<file path="config.mk">
export PLATFORM = sky130hd
export DESIGN_NAME = sac_ctrl
export DESIGN_NICKNAME = d
export VERILOG_FILES = /design/src/sac_pkg.sv /design/src/sac_sync.sv /design/src/sac_ctrl.sv
export SDC_FILE = /design/constraint.sdc
export NUM_CORES = 1
export LEC_CHECK = 0
export BUFFER_PORTS_ARGS = -buffer_cell sky130_fd_sc_hd__buf_2
export CELL_PAD_IN_SITES_DETAIL_PLACEMENT = 2
export CELL_PAD_IN_SITES_GLOBAL_PLACEMENT = 2
export CORE_UTILIZATION = 34
export CTS_CLUSTER_DIAMETER = 200
export CTS_CLUSTER_SIZE = 16
export DETAILED_ROUTE_END_ITERATION = 7
export PLACE_DENSITY = 0.91
export SLEW_MARGIN = 0
export SYNTH_ARGS = -nofsm -noshare
export SYNTH_HDL_FRONTEND = slang
export SYNTH_SLANG_ARGS = --single-unit
</file>
<file path="constraint.sdc">
create_clock -name sys_clk -period 3.4 [get_ports sys_clk]
set_clock_uncertainty 0.05 [all_clocks]
set_input_delay 0.17 -clock sys_clk [delete_from_list [all_inputs] [get_ports sys_clk]]
set_output_delay 0.17 -clock sys_clk [all_outputs]
set_load 0.01 [all_outputs]
</file>
<file path="src/sac_pkg.sv">
// Shared constants for the serial attenuator control block
package sac_pkg;
	localparam int FRAME_BITS          = 16;
	localparam int BYTE_BITS           = 8;
	localparam int NUM_CH              = 3;
	localparam int TAP_BITS            = 7;
	localparam logic [7:0] CH1_CODE    = 8'h00;
	localparam logic [7:0] CH2_CODE    = 8'h01;
	localparam logic [7:0] CH3_CODE    = 8'h02;
	localparam logic [7:0] FINE_LAST   = 8'h1f;
	localparam logic [7:0] MID_LAST    = 8'h3f;
	localparam logic [7:0] COARSE_LAST = 8'h4e;
	localparam logic [7:0] MUTE_FIRST  = 8'h4f;
	// Attenuation in half-dB units
	localparam logic [7:0] MID_BASE_HDB    = 8'h20;
	localparam logic [7:0] COARSE_BASE_HDB = 8'h60;
	localparam logic [7:0] MUTE_HDB        = 8'hc8;
	localparam logic [7:0] RESET_CODE      = 8'hff;
	localparam int STROBE_SETUP_NS     = 150;
	localparam int CLK_PERIOD_NS       = 8;
	localparam int STROBE_SETUP_CYC    = (STROBE_SETUP_NS + CLK_PERIOD_NS - 1) / CLK_PERIOD_NS;
	typedef enum logic [1:0] {
		SAC_IDLE  = 2'b01,
		SAC_SHIFT = 2'b10
	} sac_state_t;
endpackage : sac_pkg

</file>
<file path="src/sac_sync.sv">
// Two-flop synchroniser for one pin input
`timescale 1ns/100ps
module sac_sync
	import sac_pkg::*;
#(
	parameter logic RESET_VAL = 1'b0
) (
	input  wire logic sys_clk,
	input  wire logic nrst,
	input  wire logic async_in,
	output logic      sync_out
);
	logic meta_r;

	always_ff @(posedge sys_clk) begin
		if (!nrst) begin
			meta_r   <= RESET_VAL;
			sync_out <= RESET_VAL;
		end else begin
			meta_r   <= async_in;
			sync_out <= meta_r;
		end
	end
endmodule : sac_sync

</file>
<file path="src/sac_ctrl.sv">
// Serial control front end and channel setting latch of the attenuator
`timescale 1ns/100ps
module sac_ctrl
	import sac_pkg::*;
#(
	parameter int FRAME_W = FRAME_BITS
) (
	input  wire logic                sys_clk,
	input  wire logic                nrst,
	input  wire logic                ser_clk,
	input  wire logic                ser_strobe,
	input  wire logic                ser_din,
	output logic                     ser_dout,
	output logic [7:0]               ch1_code,
	output logic [7:0]               ch2_code,
	output logic [7:0]               ch3_code,
	output logic [7:0]               ch1_atten_hdb,
	output logic [7:0]               ch2_atten_hdb,
	output logic [7:0]               ch3_atten_hdb,
	output logic [NUM_CH-1:0]        ch_mute,
	output logic [NUM_CH-1:0]        ch_update,
	output logic [FRAME_W-1:0]       frame_latched
);
	logic       clk_s;
	logic       stb_s;
	logic       din_s;
	logic       clk_d_r;
	logic       stb_d_r;
	sac_state_t state_r;
	sac_state_t state_nxt;
	logic [FRAME_W-1:0] shift_r;
	logic [FRAME_W-1:0] shift_nxt;
	logic       latch_pend_r;

	sac_sync #(.RESET_VAL(1'b0)) u_sync_clk (
		.sys_clk  (sys_clk),
		.nrst     (nrst),
		.async_in (ser_clk),
		.sync_out (clk_s)
	);
	sac_sync #(.RESET_VAL(1'b1)) u_sync_stb (
		.sys_clk  (sys_clk),
		.nrst     (nrst),
		.async_in (ser_strobe),
		.sync_out (stb_s)
	);
	sac_sync #(.RESET_VAL(1'b0)) u_sync_din (
		.sys_clk  (sys_clk),
		.nrst     (nrst),
		.async_in (ser_din),
		.sync_out (din_s)
	);

	// Edge detectors on the synchronised pins; reset values match the idle levels
	wire clk_rise   = clk_s & ~clk_d_r;
	wire stb_rise   = stb_s & ~stb_d_r;
	wire shift_en   = clk_rise & ~stb_s;
	// Only a rise that closes a low period latches
	wire latch_take = stb_rise & (state_r == SAC_SHIFT);
	assign shift_nxt = {shift_r[FRAME_W-2:0], din_s};
	// Chain output is the MSB the register holds once the shift is done
	wire dout_nxt   = shift_nxt[FRAME_W-1];

	always_comb begin
		state_nxt = state_r;
		unique case (state_r)
			SAC_IDLE:  if (!stb_s) state_nxt = SAC_SHIFT;
			SAC_SHIFT: if (stb_s) state_nxt = SAC_IDLE;
			default:   state_nxt = SAC_IDLE;
		endcase
	end

	always_ff @(posedge sys_clk) begin
		if (!nrst) begin
			clk_d_r <= 1'b0;
		end else begin
			clk_d_r <= clk_s;
		end
	end

	always_ff @(posedge sys_clk) begin
		if (!nrst) begin
			stb_d_r <= 1'b1;
		end else begin
			stb_d_r <= stb_s;
		end
	end

	always_ff @(posedge sys_clk) begin
		if (!nrst) begin
			state_r <= SAC_IDLE;
		end else begin
			state_r <= state_nxt;
		end
	end

	// Shift register moves only on an accepted serial clock rise
	always_ff @(posedge sys_clk) begin
		if (!nrst) begin
			shift_r <= '0;
		end else if (shift_en) begin
			shift_r <= shift_nxt;
		end
	end

	always_ff @(posedge sys_clk) begin
		if (!nrst) begin
			ser_dout <= 1'b0;
		end else if (shift_en) begin
			ser_dout <= dout_nxt;
		end
	end

	always_ff @(posedge sys_clk) begin
		if (!nrst) begin
			latch_pend_r <= 1'b0;
		end else begin
			latch_pend_r <= latch_take;
		end
	end

	// Holding latch, loaded only on the strobe's rise
	always_ff @(posedge sys_clk) begin
		if (!nrst) begin
			frame_latched <= {{(FRAME_W-BYTE_BITS){1'b1}}, RESET_CODE};
		end else if (latch_take) begin
			frame_latched <= shift_r;
		end
	end

	wire [7:0] sel_byte  = frame_latched[FRAME_W-1 -: BYTE_BITS];
	wire [7:0] data_byte = frame_latched[BYTE_BITS-1:0];
	wire       sel_ch1   = latch_pend_r & (sel_byte == CH1_CODE);
	wire       sel_ch2   = latch_pend_r & (sel_byte == CH2_CODE);
	wire       sel_ch3   = latch_pend_r & (sel_byte == CH3_CODE);
	// Unknown codes match nothing, so no channel moves
	wire [NUM_CH-1:0] sel_vec = {sel_ch3, sel_ch2, sel_ch1};

	// Step band decode into half-dB units
	wire in_fine   = data_byte <= FINE_LAST;
	wire in_mid    = (data_byte > FINE_LAST) && (data_byte <= MID_LAST);
	wire in_coarse = (data_byte > MID_LAST) && (data_byte <= COARSE_LAST);
	wire is_mute   = data_byte >= MUTE_FIRST;
	wire [7:0] mid_off    = 8'((data_byte - (FINE_LAST + 8'h01)) << 1);
	wire [7:0] coarse_off = 8'((data_byte - (MID_LAST + 8'h01)) << 2);
	wire [7:0] atten_hdb  = in_fine   ? data_byte :
	                        in_mid    ? 8'(MID_BASE_HDB + mid_off) :
	                        in_coarse ? 8'(COARSE_BASE_HDB + coarse_off) :
	                        MUTE_HDB;

	// Mute flags take the new band only for the selected channel
	wire [NUM_CH-1:0] mute_nxt = (sel_vec & {NUM_CH{is_mute}}) | (~sel_vec & ch_mute);

	always_ff @(posedge sys_clk) begin
		if (!nrst) begin
			ch_update <= '0;
		end else begin
			ch_update <= sel_vec;
		end
	end

	always_ff @(posedge sys_clk) begin
		if (!nrst) begin
			ch_mute <= '1;
		end else begin
			ch_mute <= mute_nxt;
		end
	end

	// Channel one setting
	always_ff @(posedge sys_clk) begin
		if (!nrst) begin
			ch1_code      <= RESET_CODE;
			ch1_atten_hdb <= MUTE_HDB;
		end else if (sel_ch1) begin
			ch1_code      <= data_byte;
			ch1_atten_hdb <= atten_hdb;
		end
	end

	// Channel two setting
	always_ff @(posedge sys_clk) begin
		if (!nrst) begin
			ch2_code      <= RESET_CODE;
			ch2_atten_hdb <= MUTE_HDB;
		end else if (sel_ch2) begin
			ch2_code      <= data_byte;
			ch2_atten_hdb <= atten_hdb;
		end
	end

	// Channel three setting
	always_ff @(posedge sys_clk) begin
		if (!nrst) begin
			ch3_code      <= RESET_CODE;
			ch3_atten_hdb <= MUTE_HDB;
		end else if (sel_ch3) begin
			ch3_code      <= data_byte;
			ch3_atten_hdb <= atten_hdb;
		end
	end
endmodule : sac_ctrl

</file>
* Word level (Yosys, flattened, before mapping)
Index checks and enable logic that the tools add are counted.
Storage, ports and cells: register bits after elaboration 98, input port bits 5, output and inout bits 71, word-level logic and storage cells 61
Cells by class: add/subtract/negate cells 4, $lt $le $gt $ge 6, equal/unequal tests 6, mux-type cells 6, bitwise gates (word level) 14, reduce and logical (&&, ||, !) cells 4
Operator list (number):
- two-way mux 8 bit | 3
- adder 6 x 8 -> 8 bit, first input constant | 1
- adder 7 x 8 -> 8 bit, first input constant | 1
- == test 8 x 1 -> 1 bit, second input constant | 1
- == test 8 x 2 -> 1 bit, second input constant | 1
- >= comparator 8 x 7 -> 1 bit, second input constant | 1
- greater-than comparator 8 x 5 -> 1 bit, second input constant | 1
- greater-than comparator 8 x 6 -> 1 bit, second input constant | 1
- <= comparator 8 x 5 -> 1 bit, second input constant | 1
- <= comparator 8 x 6 -> 1 bit, second input constant | 1
- <= comparator 8 x 7 -> 1 bit, second input constant | 1
- zero test 8 bit | 1
- bitwise AND 1 bit | 7
- subtractor 7 x 6 -> 7 bit, second input constant | 1
- bitwise AND 3 bit | 2
- subtractor 6 x 1 -> 6 bit, second input constant | 1
- two-way mux 2 bit | 2
- case mux 2 bit (2 select lines) | 1
- NOT 1 bit | 3
- NOT 3 bit | 1
- OR 3 bit | 1
- == test 2 x 1 -> 1 bit, second input constant | 1
- == test 2 bit, second input constant | 1
- logical AND 1 bit | 2
- other kinds (3) | 3

* Logic depth before layout (Yosys ltp)
Gate-level depths: netlist (run 1).
word-level depth 5, gate-level depth with buffers 7, depth with buffers taken out 6

* Cells and area by module
A second synthesis (run 1) with hierarchy kept.
Second synthesis, totals: cell total of the unflattened synthesis 424, area total of the unflattened synthesis 3666.0 µm²
Modules (own cells, without submodules):
- sac_ctrl | instances 1, cells each 412, area each 3508.4 µm², sequential area each 1821.7 µm²
- sac_sync | instances 3, cells each 4, area each 52.6 µm², sequential area each 40.0 µm²

* Worst setup path before layout (run 1)
OpenSTA, ideal clock, no wires.
kind flip-flop to flip-flop, start point reg frame_latched[5], end point reg ch1_atten_hdb[0], setup time 0.071 ns, arrival time 1.900 ns, data required time 3.279 ns, setup slack 1.379 ns, cell stages (with the launch flop) 8, path buffers 1, period minus slack after synthesis 2.021 ns, cell sequence dfxtp_1 clkbuf_1 inv_1 ha_1 nand4_1 a2111oi_0 nand2_1 a21oi_1
On the way: longest elaborated chain between the ends 5, elaborated cells on any way between the ends 10, classes of those cells order compare: 5; mux: 3; reduce/logical: 2
RTL lines:
- start: declaration | line sac_ctrl.sv:22 | output logic [FRAME_W-1:0] frame_latched
- start signal: assignment | line sac_ctrl.sv:125 | frame_latched <= {{(FRAME_W-BYTE_BITS){1'b1}}, RESET_CODE};
- start signal: assignment | line sac_ctrl.sv:127 | frame_latched <= shift_r;
- greater-than comparator 8 x 6 -> 1 bit or <= comparator 8 x 7 -> 1 bit (tied branches) | line sac_ctrl.sv:142 | wire in_coarse = (data_byte > MID_LAST) && (data_byte <= COARSE_LAST);
- logical AND 1 bit | line sac_ctrl.sv:142
- two-way mux 8 bit | line sac_ctrl.sv:148 | in_coarse ? 8'(COARSE_BASE_HDB + coarse_off) :
- two-way mux 8 bit | line sac_ctrl.sv:147 | in_mid ? 8'(MID_BASE_HDB + mid_off) :
- two-way mux 8 bit * | line sac_ctrl.sv:146 | wire [7:0] atten_hdb = in_fine ? data_byte :
- end signal: assignment | line sac_ctrl.sv:177 | ch1_atten_hdb <= atten_hdb;
- end: declaration | line sac_ctrl.sv:17 | output logic [7:0] ch1_atten_hdb,
Every way passes the cells marked *; elsewhere a longest branch is shown, timed or not. A chain may end at the register's enable or synchronous reset.

* Final worst setup path (run 1)
Ends and elaborated chain as after synthesis.

==> flow_summary.toml, run 1 <==
[status]
outcome = "finished clean"

[setup_path]
critPathMaxFanout = 12
worstPathArrival_ns = 2.77
r2r_end = "ch1_atten_hdb[0]$_SDFFE_PN0N_"
startpoint_type = "flip-flop"
ff2ff_path_depth = 6
endpoint = "ch1_atten_hdb[0]$_SDFFE_PN0N_"
worstPathRequired_ns = 3.65
critPathLaunch = "frame_latched[5]$_SDFFE_PN1P_"
r2r_slack_ns = 0.88
worstSetupEndpointType = "flip-flop"
crit_type = "reg2reg"
r2r_start = "frame_latched[5]$_SDFFE_PN1P_"

[die]
die-height_um = 106
core_area_um2 = 10400
die_area_um2 = 11200
start_util_pct = 35.3
rows = 37
io_pins = 76
fp.dieW_um = 106

[sta]
fmax_ghz = 0.397
rsz0062_at_grt = "no"
relSlewSlack_pct = 26.3
final.period_utilization_pct = 74.2
tns_ns = 0
timing.hold.ws_ns = 0.325
tightest_slew_ns = 1.10
worst_slack_ns = 0.878
setup_viol = 0
finalHoldViolCount = 0
period_minus_slack_ns = 2.52
slew_violations = 0

[final_layout]
nets = 495
final_cell_count_no_fill = 627
final_common_cell = "nand2_1"
drive_gt1_share_pct = 21.0
n_fill_cell = 1181
areaGrowthSynthToFinish_pct = 20.7
final_cell_mix = "nand2_1 (106), dfxtp_1 (97), buf_2 (75)"
n_antenna_cell = 0

[placement]
pre_cts_slack_ns = 0.941
place_congestion = 0.803
dp_hpwl_um = 7780
dp_cells = 608
port_buffers = 75

[logic_synthesis]
seq_area_frac_synth_pct = 53.1
synth_edf_count = 0
synth_ff_type = "dfxtp_1"
synth_top_area_share_pct = 53.1
syn-instance-count = 422
yosys_warnings = 0
syn_area_um2 = 3660
synth.largest_area_cell = "dfxtp_1"
async_flop_share_pct = 0
avgSynthCellArea_um2 = 8.67
synth_seq_cells = 97
ys_types = 41
yosys-top-cells-area = "dfxtp_1 (53%), nand2_1 (11%), a21oi_1 (4.9%)"
synth_fp_nets = 431

[cts]
cts_resized = 0
postCtsSetupRepairBufs = 0
clockRootBuffer = "clkbuf_8"
cts_made_buffers = 9
cts_max_path_buffers = 2
cts_sinks = 97
worstSkewPairLatency_ns = 0.37
clk_pin_slew_worst_paths_ns = 0.09
cts_tree = "yes"
cts-htree-levels = 3

[power_and_ir_drop]
power_density_nw_per_um2 = 493
intPower_mw = 1.75
seqPwrFrac_pct = 52.5
switchingPower_mw = 0.425
ir_worst_vdd_mv = 0.216
p_total_mw = 2.18
power_frac_comb_pct = 1.4
power_frac_clock_pct = 46.1
swShare_pct = 19.5
leakagePower_nw = 1.85

[global_route]
grt_pass1_vias = 3563
grt_max_degree = 59
track_usage_pct = 21.8
grt_overflow = 0
grt_pass1_wl_um = 18900
antenna_found_initial = 0

[drt]
routedWlPerCell_um = 18.3
wl_um = 11500
drc = 0
vias_per_cell = 5.25
dr.pass1.iters = 4
vias = 3291
first_iter_violations = 58
ant_nets = 0

[worst_hold_path]
worstHoldPathType = "in2reg"

[job]
drv_cap = 0
==> critical path: stages, from the launching register on <==
cell and delay, ns:
dfxtp_1 0.47, inv_1 0.30, ha_1 0.23, nand4_1 0.17
a2111oi_0 0.93, nand2_1 0.14, a21oi_1 0.17
==> kinds of logic (layout without fill, tap and decap cells) <==
logic type               after synthesis  count (layout)  synth area share, %
AND/OR/NAND/NOR                      188             188                 23.4
flip-flops                            97              97                 53.1
AO/OA/AOI/OAI                         87              87                 15.3
buffers and inverters                 38             107                 4.72
multiplexers                           6               6                 1.64
adder cells (fa/ha/maj)                4               4                 1.37
XOR/XNOR                               2               2                0.479
==> state kept, by name, indices dropped and copies added, names as in the netlist, 2 cells and up, named ones only <==
| name | cells |
|---|---|
| shift_r | 16 |
| ch3_atten_hdb | 8 |
| ch2_atten_hdb | 8 |
| ch3_code | 8 |
| state_r | 2 |
| ch1_code | 8 |
| ch_update | 3 |
| ch2_code | 8 |
| ch1_atten_hdb | 8 |
| frame_latched | 16 |
==> cell type report <==
type / instances / area (µm²) / area share [%]
repair buffers: 82 / 435 / 9.86
flip-flops and latches: 97 / 1940 / 44.0
well taps: 136 / 170 / 3.85
clock buffers: 11 / 151 / 3.43
multi-input cells: 287 / 1560 / 35.3
inverters: 9 / 33.8 / 0.765
clock inverters: 5 / 125 / 2.83
==> through the flow <==
step                      utilization [%]  cell area (µm²)
after floorplan                         -             3660
after global placement               39.6             4110
after detailed placement             39.6             4110
after CTS                            42.6             4420
after global routing                 42.6             4420
final                                42.6             4420
==> cell usage after synthesis, types with 2 or more instances <==
cell,number
a211oi_1,2
a21oi_1,36
a21oi_2,2
and2_1,6
and3_1,2
buf_2,3
buf_6,2
clkbuf_1,23
dfxtp_1,97
ha_1,4
inv_1,9
mux2i_1,6
nand2_1,106
nand2b_1,5
nand3_1,31
nor2_1,14
nor2b_1,2
nor3_1,9
nor4b_1,2
o211ai_1,22
o21ai_0,8
o31ai_1,8
o31ai_2,2
or3_1,3
xor2_1,2
==> how the worst min path moves through the flow <==
stage	startpoint	to	slack (ns)	depth (start not counted)
floorplan	nrst	stb_d_r$_SDFF_PN1_	0.22	1
global placement	ser_strobe	u_sync_stb.meta_r$_SDFF_PN1_	0.31	2
detailed placement	ser_strobe	u_sync_stb.meta_r$_SDFF_PN1_	0.31	2
CTS	nrst	u_sync_stb.meta_r$_SDFF_PN1_	0.32	3
global route	nrst	u_sync_stb.meta_r$_SDFF_PN1_	0.35	3
finish	nrst	u_sync_stb.meta_r$_SDFF_PN1_	0.32	3
==> layer usage <==
layer	vias up	track usage (%)	share of wire [%]
met5	-	0	0
met4	0	7.04	1.6
met3	14	3.71	3.1
met2	67	40.6	53
met1	1638	25.0	42
li1	1572	-	-
==> power by group through the flow <==
stage / combinational [mW] / sequential (mW) / clock (mW)
detailed placement: 0.0291 / 1.17 / 0
floorplan: 0.0200 / 1.17 / 0
global route: 0.0346 / 1.14 / 1.08
global placement: 0.0288 / 1.17 / 0
finish: 0.0312 / 1.14 / 1.00
CTS: 0.0318 / 1.14 / 1.02
==> timing repair <==
item,4_1_cts,5_1_grt
hold buffers,3,0
hold endpoints to repair,3,0
endpoints found under the setup margin,0,0
(Power assumes the default switching activity.)
==> inputs of run 2 (changes only) <==
ABC_AREA = 1   (was unset)
CORE_UTILIZATION = 28   (was 34)
PLACE_DENSITY = 0.82   (was 0.91)
clock period = 2.3 ns   (was 3.4 ns; I/O delays follow)
==> run 2 against run 1 <==
Non-clock buffer count is 2 higher. Die area is 24% higher. Global-route usage is 4.3 points lower. Critical path depth is 4 higher. Sequential power is 48% higher. Via count is 2.0% higher. Clock power is 45% higher. Critical path type unchanged. Largest cell class unchanged.
==> flow_summary.toml, run 2 <==
[status]
outcome = "finished clean"

[sta]
worst_slack_ns = 0.385
period_minus_slack_ns = 1.91
rsz0062_at_grt = "no"
setup_viol = 0
final.period_utilization_pct = 83.3
tns_ns = 0
tightest_slew_ns = 0.824
relSlewSlack_pct = 44.8
finalHoldViolCount = 0
fmax_ghz = 0.522
timing.hold.ws_ns = 0.0628
slew_violations = 0

[global_route]
grt_pass1_vias = 3606
grt_overflow = 0
grt_max_degree = 46
grt_pass1_wl_um = 18900
antenna_found_initial = 0
track_usage_pct = 17.5

[worst_hold_path]
whs_path_depth = 3
worstHoldPathType = "in2reg"
min_to = "latch_pend_r$_SDFF_PN0_"
hp-start = "nrst"

[die]
core_area_um2 = 12900
die-height_um = 118
die_area_um2 = 13900
rows = 41
io_pins = 76
start_util_pct = 29.2
fp.dieW_um = 118

[logic_synthesis]
synth-simple-area-share_pct = 18.3
yosys-top-cells-count = "dfxtp_1 (97), nand2_1 (59), inv_1 (57)"
synth.largest_area_cell = "dfxtp_1"
synthMuxAreaShare_pct = 0
synth_top_family_by_area = "simple AND/OR/NAND/NOR gates"
async_flop_share_pct = 0
synth_seq_cells = 97
syn-instance-count = 453
synth_edf_count = 0
synth_compound_area_share_pct = 18.1
synthAdderAreaFrac_pct = 1.33
yosys_warnings = 0
yosysMostFrequentCell = "dfxtp_1"
ys_types = 31
synth_fp_nets = 462
seq_area_frac_synth_pct = 51.7
syn_area_um2 = 3760
avgSynthCellArea_um2 = 8.29
synth_ff_type = "dfxtp_1"
yosys-top-cells-area = "dfxtp_1 (52%), a21oi_1 (7.2%), nand2_1 (5.9%)"
synth_xor_area_share_pct = 0.233
synth_top_area_share_pct = 51.7

[power_and_ir_drop]
power_density_nw_per_um2 = 703
p_total_mw = 3.20
leakagePower_nw = 1.89
ir_worst_vdd_mv = 0.313

[final_layout]
final_cell_mix = "dfxtp_1 (97), buf_2 (75), nand2_1 (59)"
largestRegisters = "frame_latched (16), shift_r (16)"
areaGrowthSynthToFinish_pct = 20.9
drive_gt1_share_pct = 23.1
nets = 532
final_common_cell = "dfxtp_1"
n_antenna_cell = 0

[setup_path]
worstPathArrival_ns = 2.11
crit_path_top_delay_cell = "dfxtp_1"
startpoint_type = "flip-flop"
ff2ff_path_depth = 10
crit_type = "reg2reg"
crit_chain = "inv_1 -> ha_1 -> inv_1 -> nor2_2 -> a21oi_2 -> nand3_1 -> nand2_1 -> nand2_1 -> nand2_1 -> nand2_1"
crit_path_frequent_cell = "nand2_1"
worstPathRequired_ns = 2.49
r2r_slack_ns = 0.39
slowest_delay_ns = 0.43
r2r_start = "frame_latched[4]$_SDFFE_PN1P_"
r2r_end = "ch1_atten_hdb[3]$_SDFFE_PN1N_"
critPathMaxFanout = 8
worstSetupEndpointType = "flip-flop"

[cts]
worstSkewPairLatency_ns = 0.35
clockRootBuffer = "clkbuf_16"
cts_made_buffers = 9
clk_pin_slew_worst_paths_ns = 0.07
cts_sinks = 97
cts-htree-levels = 3
cts_tree = "yes"
cts_max_path_buffers = 2

[job]
drv_cap = 0

[placement]
port_buffers = 75
pre_cts_slack_ns = 0.416
dp_hpwl_um = 8130
place_congestion = 0.846

[drt]
vias_per_cell = 4.80
dr.pass1.iters = 4
routedWlPerCell_um = 16.4
drc = 0
wl_um = 11500
first_iter_violations = 114
ant_nets = 0
vias = 3356
[run 2: cell types whose count changed after synthesis, sizes merged, moves of 12 or more]
| cell | change |
|---|---|
| a21oi | +17 |
| buf | +12 |
| clkbuf | -16 |
| inv | +52 |
| nand2 | -40 |
| nand4 | +14 |
| nor2 | +19 |
| o21ai | +37 |
[run 2: worst max-delay path by stage]
stage	to	from	depth (start not counted)
floorplan	ch1_atten_hdb[3]$_SDFFE_PN1N_	frame_latched[5]$_SDFFE_PN1P_	12
global placement	ch2_atten_hdb[5]$_SDFFE_PN0N_	frame_latched[10]$_SDFFE_PN1P_	6
detailed placement	ch2_atten_hdb[5]$_SDFFE_PN0N_	frame_latched[14]$_SDFFE_PN1P_	6
CTS	ch1_atten_hdb[3]$_SDFFE_PN1N_	frame_latched[4]$_SDFFE_PN1P_	10
global route	ch2_atten_hdb[1]$_SDFFE_PN0N_	frame_latched[14]$_SDFFE_PN1P_	6
finish	ch1_atten_hdb[3]$_SDFFE_PN1N_	frame_latched[4]$_SDFFE_PN1P_	10
[run 2: repair_timing]
| item | CTS | global route |
|---|---|---|
| endpoints found under the hold margin | 3 | 0 |
| hold buffers | 3 | 0 |
| buffers inserted | 0 | 0 |
| resized for setup | 0 | 0 |
[run 2: cells by family (layout without fill, tap and decap cells)]
group | after synthesis | count (layout)
XOR/XNOR | 1 | 1
adder cells (fa/ha/maj) | 4 | 4
flip-flops | 97 | 97
AO/OA/AOI/OAI | 122 | 122
AND/OR/NAND/NOR | 143 | 143
buffers and inverters | 86 | 160
[run 2: area by class of cell]
cell class | count | area [µm²]
Clock buffer | 10 | 239
Clock inverter | 5 | 38.8
Fill cell | 1492 | 8330
Inverter | 61 | 229
Multi-Input combinational cell | 270 | 1430
Sequential cell | 97 | 1940
Tap cell | 172 | 215
Timing Repair Buffer | 84 | 450
[run 2: per-stage QoR]
stage                     cells  utilization [%]  area (µm²)
after floorplan             453                -        3760
after global placement      681             32.9        4240
after detailed placement    681             32.9        4240
after CTS                   699             35.3        4540
after global routing        699             35.3        4540
final                       699             35.3        4540
[run 2: power breakdown]
group | internal, mW | switching (mW) | leakage [nW] | total [mW]
combinational | 0.0161 | 0.0403 | 0.967 | 0.0564
sequential | 1.69 | 0.00467 | 0.785 | 1.69
clock | 0.767 | 0.678 | 0.136 | 1.45
total | 2.47 | 0.723 | 1.89 | 3.20
[run 2: worst max-delay path: cells and delay by family, from the launching register on]
family | cells | cell delay (ns)
AO/OA/AOI/OAI | 1 | 0.27
adder cells (fa/ha/maj) | 1 | 0.26
buffers and inverters | 2 | 0.30
flip-flops | 1 | 0.43
AND/OR/NAND/NOR | 6 | 0.48
[run 2: metal layers]
layer | global-route usage, % | up-vias | wire [µm]
li1 | - | 1643 | -
met1 | 20.1 | 1628 | 4990
met2 | 30.5 | 67 | 5720
met3 | 3.88 | 18 | 473
met4 | 8.73 | 0 | 309
met5 | 0 | - | 0
